## config.mk

```make
export PLATFORM = sky130hd
export DESIGN_NAME = tcwd_trip_circuit_watch
export DESIGN_NICKNAME = d
export VERILOG_FILES = /design/src/design/tcwd_pkg.sv /design/src/design/tcwd_trip_circuit_watch.sv /design/src/design/tcwd_drop_off_timer.sv /design/src/design/tcwd_pick_up_timer.sv
export SDC_FILE = /design/constraint.sdc
export NUM_CORES = 1
export LEC_CHECK = 0
export BUFFER_PORTS_ARGS = -buffer_cell sky130_fd_sc_hd__buf_2
export CORE_UTILIZATION = 35
export CTS_BUF_LIST = sky130_fd_sc_hd__clkbuf_2 sky130_fd_sc_hd__clkbuf_4 sky130_fd_sc_hd__clkbuf_8
export DETAILED_ROUTE_END_ITERATION = 6
export MAX_ROUTING_LAYER = met4
export PLACE_DENSITY = 0.6
export SLEW_MARGIN = 10
export SYNTH_ARGS = -nofsm -noshare
export SYNTH_HDL_FRONTEND = slang
export SYNTH_HIERARCHICAL = 1
export SYNTH_SLANG_ARGS = --single-unit
```

## constraint.sdc

```tcl
create_clock -name pclk -period 2.2 [get_ports pclk]
set_input_delay 0.33 -clock pclk [delete_from_list [all_inputs] [get_ports pclk]]
set_output_delay 0.33 -clock pclk [all_outputs]
set_load 0.02 [all_outputs]
```

## src/design/tcwd_pkg.sv

```systemverilog
// package of constants and types for the trip circuit watch block
package tcwd_pkg;

  // ****************************************************************
  // clock and timing
  // ****************************************************************
  localparam int unsigned CLK_MHZ          = 200;
  localparam int unsigned CYCLES_PER_MS    = CLK_MHZ * 1000;
  localparam int unsigned DROP_OFF_MS      = 400;
  localparam int unsigned PICK_UP_MS       = 50;
  localparam int unsigned DROP_OFF_CYCLES  = DROP_OFF_MS * CYCLES_PER_MS;
  localparam int unsigned PICK_UP_CYCLES   = PICK_UP_MS * CYCLES_PER_MS;

  // ****************************************************************
  // register byte offsets
  // ****************************************************************
  localparam logic [7:0] OFS_CTRL     = 8'h00;
  localparam logic [7:0] OFS_STATUS   = 8'h04;
  localparam logic [7:0] OFS_CMD      = 8'h08;
  localparam logic [7:0] OFS_INT_STAT = 8'h0C;
  localparam logic [7:0] OFS_INT_MASK = 8'h10;

  // ****************************************************************
  // field positions and encodings
  // ****************************************************************
  localparam int unsigned CMD_CLR_IND_BIT = 0;
  localparam logic [1:0]  SCHEME_ONE      = 2'h0;
  localparam logic [1:0]  SCHEME_TWO      = 2'h1;
  localparam logic [1:0]  SCHEME_THREE    = 2'h2;
  localparam int unsigned EVT_ALARM_SET   = 0;
  localparam int unsigned EVT_ALARM_CLR   = 1;
  localparam int unsigned EVT_CB_CHANGE   = 2;
  localparam int unsigned EVT_CB_FAULT    = 3;
  localparam int unsigned EVT_W           = 4;

  // ****************************************************************
  // register layouts and reset values
  // ****************************************************************
  typedef struct packed {
    logic       status_both;
    logic [1:0] scheme;
    logic       enable;
  } tcwd_ctrl_t;

  typedef struct packed {
    logic in2;
    logic in1;
    logic cb_fault;
    logic cb_closed;
    logic user_alarm;
    logic indicator;
    logic relay_on;
    logic drop_off_out;
  } tcwd_status_t;

  localparam tcwd_ctrl_t     CTRL_RESET     = '{status_both: 1'b0, scheme: 2'h0, enable: 1'b1};
  localparam logic [EVT_W-1:0] INT_MASK_RESET = 4'h0;

endpackage

```

## src/design/tcwd_trip_circuit_watch.sv

```systemverilog
// trip circuit watch: supervision timers, alarm outputs, breaker status, APB registers
//
// Operation
// RULE_01: drop-off output rises at once on energised input, falls after 400 ms low.
// RULE_02: while drop-off output is high, relay energised and alarm path reset; the indicator stays latched.
// RULE_03: alarm request is the inverted drop-off output; it sets indicator and alarm flag.
// RULE_04: the request passes a 50 ms pick-up delay before setting indicator or alarm.
// RULE_05: two-input scheme alarms only when both inputs are low, same delays.
// RULE_06: two-input scheme: input 1 normally-open, input 2 normally-closed, gives breaker status.
// RULE_07: breaker normally-closed contact always presents the complement of normally-open contact.
// RULE_08: an input held low beyond the drop-off delay alarms even if shorted by latched contact.
// RULE_09: reset clears timers and indicator, relay off; indicator then clears only by command.
`timescale 1ns/1ps
module tcwd_trip_circuit_watch
  import tcwd_pkg::*;
#(
  parameter int unsigned DROP_CYCLES = DROP_OFF_CYCLES,
  parameter int unsigned PICK_CYCLES = PICK_UP_CYCLES
) (
  input  wire logic        pclk,
  input  wire logic        presetn,
  input  wire logic        ce,
  input  wire logic        psel,
  input  wire logic        penable,
  input  wire logic        pwrite,
  input  wire logic [7:0]  paddr,
  input  wire logic [31:0] pwdata,
  output logic [31:0]      prdata,
  output logic             pready,
  output logic             pslverr,
  input  wire logic        opto_in1,
  input  wire logic        opto_in2,
  output logic             relay_energise,
  output logic             indicator_led,
  output logic             user_alarm,
  output logic             cb_closed,
  output logic             cb_status_fault,
  output logic             irq
);

  // ****************************************************************
  // declarations
  // ****************************************************************
  tcwd_ctrl_t       ctrl;
  logic [EVT_W-1:0] int_stat;
  logic [EVT_W-1:0] int_mask;
  logic [EVT_W-1:0] events;
  logic             sense;
  logic             drop_out;
  logic             alarm_req;
  logic             pick_out;
  logic             pick_out_d;
  logic             drop_out_d;
  logic             both_mode;
  logic             cb_valid;
  logic             cb_closed_d;
  logic             cb_fault_d;
  logic             wr_access;
  logic             rd_setup;
  logic             clr_cmd;
  logic             addr_ok;
  tcwd_status_t     status;
  logic [31:0]      next_prdata;

  // ****************************************************************
  // register address decode
  // ****************************************************************

  // returns true for an offset that holds a register
  function automatic logic is_mapped(input logic [7:0] a);
    return (a == OFS_CTRL) || (a == OFS_STATUS) || (a == OFS_CMD) ||
           (a == OFS_INT_STAT) || (a == OFS_INT_MASK);
  endfunction

  // zero wait states keep the bus slave trivial; errors only in access phase
  assign addr_ok   = is_mapped(paddr);
  assign pready    = 1'b1;
  assign pslverr   = psel && penable && !addr_ok;
  assign wr_access = psel && penable && pwrite && addr_ok;
  assign rd_setup  = psel && !penable && !pwrite;
  assign clr_cmd   = wr_access && (paddr == OFS_CMD) && pwdata[CMD_CLR_IND_BIT];

  // ****************************************************************
  // supervision sense and timers
  // ****************************************************************

  // two-input scheme watches current through either contact path
  assign both_mode = (ctrl.scheme == SCHEME_TWO);
  assign sense     = both_mode ? (opto_in1 || opto_in2) : opto_in1; // [RULE_05] [RULE_08]

  tcwd_drop_off_timer #(
    .DELAY     (DROP_CYCLES)
  ) u_drop (
    .pclk      (pclk),
    .presetn   (presetn),
    .ce        (ce),
    .enable    (ctrl.enable),
    .sense     (sense),
    .timer_out (drop_out)
  );

  // alarm request is the inverse of the drop-off timer, gated by the enable bit
  assign alarm_req = ctrl.enable && !drop_out;          // [RULE_03]

  tcwd_pick_up_timer #(
    .DELAY     (PICK_CYCLES)
  ) u_pick (
    .pclk      (pclk),
    .presetn   (presetn),
    .ce        (ce),
    .request   (alarm_req),
    .timer_out (pick_out)
  );

  // ****************************************************************
  // alarm outputs
  // ****************************************************************

  // normally closed relay: energised (contact open) while supervision is healthy
  always_ff @(posedge pclk or negedge presetn) begin
    if (!presetn) begin
      relay_energise <= 1'b0;                          // [RULE_09]
    end else if (ce) begin
      relay_energise <= drop_out;                      // [RULE_02]
    end
  end

  // user alarm follows the delayed request and drops while supervision is healthy
  always_ff @(posedge pclk or negedge presetn) begin
    if (!presetn) begin
      user_alarm <= 1'b0;
    end else if (ce) begin
      if (drop_out) begin
        user_alarm <= 1'b0;                            // [RULE_02]
      end else if (pick_out) begin
        user_alarm <= 1'b1;                            // [RULE_03] [RULE_04]
      end
    end
  end

  // latching indicator: set wins over the clear command in the same cycle
  always_ff @(posedge pclk or negedge presetn) begin
    if (!presetn) begin
      indicator_led <= 1'b0;                           // [RULE_09]
    end else if (ce) begin
      if (pick_out) begin
        indicator_led <= 1'b1;                         // [RULE_03] [RULE_04]
      end else if (clr_cmd) begin
        indicator_led <= 1'b0;                         // [RULE_09]
      end
    end
  end

  // ****************************************************************
  // breaker status from the two auxiliary contacts
  // ****************************************************************

  // valid only when the contacts disagree, since they must be complements
  assign cb_valid = opto_in1 ^ opto_in2;               // [RULE_07]

  // a matching pair holds the last good position and raises the fault
  always_ff @(posedge pclk or negedge presetn) begin
    if (!presetn) begin
      cb_closed       <= 1'b0;
      cb_status_fault <= 1'b0;
    end else if (ce) begin
      if (both_mode && ctrl.status_both) begin
        cb_status_fault <= !cb_valid;                  // [RULE_07]
        if (cb_valid) begin
          cb_closed <= opto_in1;                       // [RULE_06]
        end
      end else begin
        cb_status_fault <= 1'b0;
        cb_closed       <= 1'b0;
      end
    end
  end

  // ****************************************************************
  // event detection
  // ****************************************************************

  // previous values for edge detection of the event sources
  always_ff @(posedge pclk or negedge presetn) begin
    if (!presetn) begin
      pick_out_d  <= 1'b0;
      drop_out_d  <= 1'b0;
      cb_closed_d <= 1'b0;
      cb_fault_d  <= 1'b0;
    end else if (ce) begin
      pick_out_d  <= pick_out;
      drop_out_d  <= drop_out;
      cb_closed_d <= cb_closed;
      cb_fault_d  <= cb_status_fault;
    end
  end

  assign events[EVT_ALARM_SET] = pick_out && !pick_out_d;
  assign events[EVT_ALARM_CLR] = drop_out && !drop_out_d;
  assign events[EVT_CB_CHANGE] = cb_closed ^ cb_closed_d;
  assign events[EVT_CB_FAULT]  = cb_status_fault && !cb_fault_d;

  // ****************************************************************
  // control, mask and interrupt status registers
  // ****************************************************************

  // control register steers scheme and status derivation
  always_ff @(posedge pclk or negedge presetn) begin
    if (!presetn) begin
      ctrl <= CTRL_RESET;
    end else if (ce && wr_access && (paddr == OFS_CTRL)) begin
      ctrl <= tcwd_ctrl_t'(pwdata[$bits(tcwd_ctrl_t)-1:0]);
    end
  end

  // interrupt mask, same layout as the status bits
  always_ff @(posedge pclk or negedge presetn) begin
    if (!presetn) begin
      int_mask <= INT_MASK_RESET;
    end else if (ce && wr_access && (paddr == OFS_INT_MASK)) begin
      int_mask <= pwdata[EVT_W-1:0];
    end
  end

  // sticky bits cleared by writing one; a new event in the same cycle wins
  for (genvar i = 0; i < EVT_W; i++) begin : g_evt
    always_ff @(posedge pclk or negedge presetn) begin
      if (!presetn) begin
        int_stat[i] <= 1'b0;
      end else if (ce) begin
        if (events[i]) begin
          int_stat[i] <= 1'b1;
        end else if (wr_access && (paddr == OFS_INT_STAT) && pwdata[i]) begin
          int_stat[i] <= 1'b0;
        end
      end
    end
  end

  // level interrupt while any unmasked status bit stands
  always_ff @(posedge pclk or negedge presetn) begin
    if (!presetn) begin
      irq <= 1'b0;
    end else if (ce) begin
      irq <= |(int_stat & int_mask);
    end
  end

  // ****************************************************************
  // read data
  // ****************************************************************

  // live state as seen by software
  assign status = '{in2: opto_in2, in1: opto_in1, cb_fault: cb_status_fault,
                    cb_closed: cb_closed, user_alarm: user_alarm,
                    indicator: indicator_led, relay_on: relay_energise,
                    drop_off_out: drop_out};

  // read mux; write-only command and unmapped offsets read as zero
  always_comb begin
    next_prdata = 32'h0;
    unique case (paddr)
      OFS_CTRL:     next_prdata[$bits(tcwd_ctrl_t)-1:0] = ctrl;
      OFS_STATUS:   next_prdata[$bits(tcwd_status_t)-1:0] = status;
      OFS_INT_STAT: next_prdata[EVT_W-1:0] = int_stat;
      OFS_INT_MASK: next_prdata[EVT_W-1:0] = int_mask;
      default:      next_prdata = 32'h0;
    endcase
  end

  // data is captured in the setup phase so that it comes from a flip-flop
  always_ff @(posedge pclk or negedge presetn) begin
    if (!presetn) begin
      prdata <= 32'h0;
    end else if (ce && rd_setup) begin
      prdata <= next_prdata;
    end
  end

endmodule

```

## src/design/tcwd_drop_off_timer.sv

```systemverilog
// delayed drop-off timer: follows its input up at once, falls after a held low
`timescale 1ns/1ps
module tcwd_drop_off_timer
  import tcwd_pkg::*;
#(
  parameter int unsigned DELAY = DROP_OFF_CYCLES
) (
  input  wire logic pclk,
  input  wire logic presetn,
  input  wire logic ce,
  input  wire logic enable,
  input  wire logic sense,
  output logic      timer_out
);

  logic [31:0] cnt;

  // rises with sense, falls after DELAY consecutive low cycles or at once when disabled
  always_ff @(posedge pclk or negedge presetn) begin
    if (!presetn) begin
      timer_out <= 1'b0;
      cnt       <= 32'h0;
    end else if (ce) begin
      if (!enable) begin
        timer_out <= 1'b0;
        cnt       <= 32'h0;
      end else if (sense) begin
        timer_out <= 1'b1;                     // [RULE_01]
        cnt       <= 32'h0;
      end else if (timer_out) begin
        if (cnt == DELAY - 1) begin
          timer_out <= 1'b0;                   // [RULE_01] [RULE_08]
          cnt       <= 32'h0;
        end else begin
          cnt <= cnt + 32'h1;
        end
      end
    end
  end

endmodule

```

## src/design/tcwd_pick_up_timer.sv

```systemverilog
// delayed pick-up timer: rises after a held high, falls with its input at once
`timescale 1ns/1ps
module tcwd_pick_up_timer
  import tcwd_pkg::*;
#(
  parameter int unsigned DELAY = PICK_UP_CYCLES
) (
  input  wire logic pclk,
  input  wire logic presetn,
  input  wire logic ce,
  input  wire logic request,
  output logic      timer_out
);

  logic [31:0] cnt;

  // a short request is dropped, so supply recovery glitches never reach the flags
  always_ff @(posedge pclk or negedge presetn) begin
    if (!presetn) begin
      timer_out <= 1'b0;
      cnt       <= 32'h0;
    end else if (ce) begin
      if (!request) begin
        timer_out <= 1'b0;
        cnt       <= 32'h0;
      end else if (!timer_out) begin
        if (cnt == DELAY - 1) begin
          timer_out <= 1'b1;                   // [RULE_04]
        end else begin
          cnt <= cnt + 32'h1;
        end
      end
    end
  end

endmodule

```

==> results.yml <==
outcome:
  status: "finished clean"
synth:
  synth_area_leaders: "dfrtp_1, o21ai_0, buf_4, xnor2_1, nand2_1"
  ys_seq_area_frac: 0.4360
  ys_warn_count: 6
  ys_types: 61
  syn_avg_cell_area_um2: 9.487
  synth-edff-count: 0
  synth.top_cell.area_share: 0.4312
  synth-seq-cells: 95
  yosysTopAreaCell: "dfrtp_1"
  syn_inst: 575
  async_flop_share: 1.000
  syn_area_um2: 5455
  synth_flop_cell: "dfrtp_1"
clock_network:
  htree_num_levels: 3
  cts.clk_slew.worst_paths_ns: 0.11
  cts-root-buf: "clkbuf_8"
  clock-sinks: 95
  clock_path_buffers: 2
  cts_tree: "yes"
  clkLatencyLatePin_ns: 0.39
  cts_buffers: 9
sta:
  finalClockSkew_ns: 0.01878
  tightest_slew_ns: 0.5429
  fmax_mhz: 479.7
  grt_setup_unrepaired: "false"
  hold_viol_final: 0
  timing.final.crit_share: 0.9476
  slew_headroom: 0.6381
  slew_violations: 0
  period_minus_slack_ns: 2.085
  tns_ns: 0
  timing.final.ws_setup_ns: 0.1154
  setup_viol_count_final: 0
placement:
  detailed_place_hpwl_um: 8676
  dp.cells: 801
  io_buffers: 34
  dpl_cell_area_um2: 5887
  gp_congestion: 0.8208
  place_ws_ns: 0.009646
final_layout:
  instances_no_fill: 820
  seqCellArea_um2: 2379
  drive_gt1_frac: 0.2073
  n_antenna_cell: 0
  final_common_cell: "dfrtp_1"
  layout_common_cells: "dfrtp_1, nand2_1, nor2_1, o21ai_0, buf_2"
  stdcell_area_um2: 6161
  nets: 678
  multi_input_area_um2: 2826
  fill_cells: 1489
  areaGrowthSynthToFinish_pct: 12.94
global_routing:
  grt_max_degree: 96
  grt_use_total: 0.1693
  antenna_found_initial: 0
  grt.overflow.total: 0
  grt_pass1_wl_um: 21400
  grt_pass1_vias: 4485
setup_path:
  cp_top_family: "simple AND/OR/NAND/NOR gates"
  r2r_slack_ns: 0.12
  critPathLaunchType: "flop"
  endpoint_kind: "flop"
  cp_max_fo: 8
  path_class: "flop to flop"
  worstPathRequired_ns: 2.50
  path_cells: "and4bb_2 > nand4_1 > o31ai_4 > buf_4 > or4_1 > o31ai_1"
  worstPathBufferInverterCount: 1
  crit_arrival_ns: 2.38
  cpPeakStageDelay_ns: 0.51
  crit_slowest_cell: "dfrtp_1"
route:
  drt_iter0_markers: 290
  wl_per_cell_um: 15.18
  drtPass1Iterations: 5
  viasPerCell: 5.495
  num_vias: 4506
  wl_um: 12450
  drc_errors: 0
  ant_nets: 0
die:
  row_count: 45
  start_util: 0.3588
  dieWidth_um: 126.8
  die-area_um2: 16090
  die_y_um: 126.8
  coreArea_um2: 15200
  io_pins: 88
pwr:
  power_density_nw_per_um2: 511.7
  power_leakage_uw: 0.002607
  ir_worst_vdd_uv: 238.8
  p_total_uw: 3153
hold_path:
  hold_path.class: "input pin to flop"
flow_run:
  cap_viol_max_count: 0
## report_power, final
part	internal (uW)	leakage, uW	switching [uW]
Combinational	58.1	0.00121	155
Sequential	1760	0.00130	12.1
Clock	446	0.0000968	724
Total	2260	0.00261	891
## synth_stat cells, drive strengths merged (11+ instances only)
library cell  count
nor4             16
o21ai            42
inv              22
nor3             16
nor2             50
o31ai            18
nand2            49
xnor2            22
a21oi            11
nand4            21
buf              39
a31oi            14
dfrtp            94
nand3            31
## final timing paths
check | from | depth (start not counted) | endpoint
setup / recovery | u_pick/cnt[11]$_DFFE_PN0P_ | 6 | u_pick/cnt[17]$_DFFE_PN0P_
hold / removal | opto_in2 | 2 | prdata[7]$_DFFE_PN0P_
setup reg to reg | u_pick/cnt[11]$_DFFE_PN0P_ | 6 | u_pick/cnt[17]$_DFFE_PN0P_
hold reg to reg | cb_fault_d$_DFFE_PN0P_ | 1 | int_stat[3]$_DFFE_PN0P_
max in group asynchronous | presetn | 3 | u_drop/cnt[11]$_DFFE_PN0P_
min in group asynchronous | presetn | 3 | u_pick/cnt[0]$_DFFE_PN0P_
## routing by layer
layer  routed length [um]  vias up  part of all wire  track usage
met5                    0        -                 0            -
met4                  173        0             0.014      0.06583
met3                  504       12             0.040      0.02404
met2                 5891      120              0.47       0.2715
met1                 5875     2207              0.47       0.2164
li1                     -     2167                 -            -
## timing repair
action / 4_1_cts / 5_1_grt
gates resized for setup: 1 / 9
hold buffers: 1 / 0
pin swaps: 0 / 1
endpoints found under the hold margin: 6 / 0
setup buffers: 0 / 2
setup endpoints to repair: 1 / 44
## flip-flops by register name (all words and copies together) (netlist names)
signal,cells
cb_closed,1
cb_closed_d,1
cb_fault_d,1
cb_status_fault,1
ctrl,4
drop_out_d,1
indicator_led,1
int_mask,4
int_stat,4
irq,1
pick_out_d,1
prdata,8
u_drop/cnt,32
u_drop/timer_out,1
u_pick/cnt,32
u_pick/timer_out,1
user_alarm,1
## layout make-up
| type | instances | share of cell area |
|---|---|---|
| multi-input cells | 432 | 0.4588 |
| flip-flops and latches | 95 | 0.3861 |
| repair buffers | 67 | 0.07128 |
| well taps | 188 | 0.03818 |
| clock buffers | 9 | 0.02011 |
| inverters | 22 | 0.01340 |
| clock inverters | 7 | 0.01219 |
## cell families (layout without fill, tap and decap cells)
logic type	Yosys count	after routing	share of synthesized area
AO/OA/AOI/OAI	127	127	0.1541
XOR/XNOR	27	27	0.04335
adder cells (fa/ha/maj)	3	3	0.006881
buffers and inverters	71	105	0.07110
flip-flops	95	95	0.4360
multiplexers	10	10	0.02064
other	2	25	0.001377
AND/OR/NAND/NOR	240	240	0.2665
## per-stage QoR
stage	hold slack, ns	utilization
6_report	0.1800	0.4053
2_1_floorplan	0.03441	-
5_1_grt	0.1752	0.4053
3_5_place_dp	0.4319	0.3872
4_1_cts	0.1569	0.4012
3_3_place_gp	0.4269	0.3872
No activity file was read; power rests on OpenSTA's default activity.
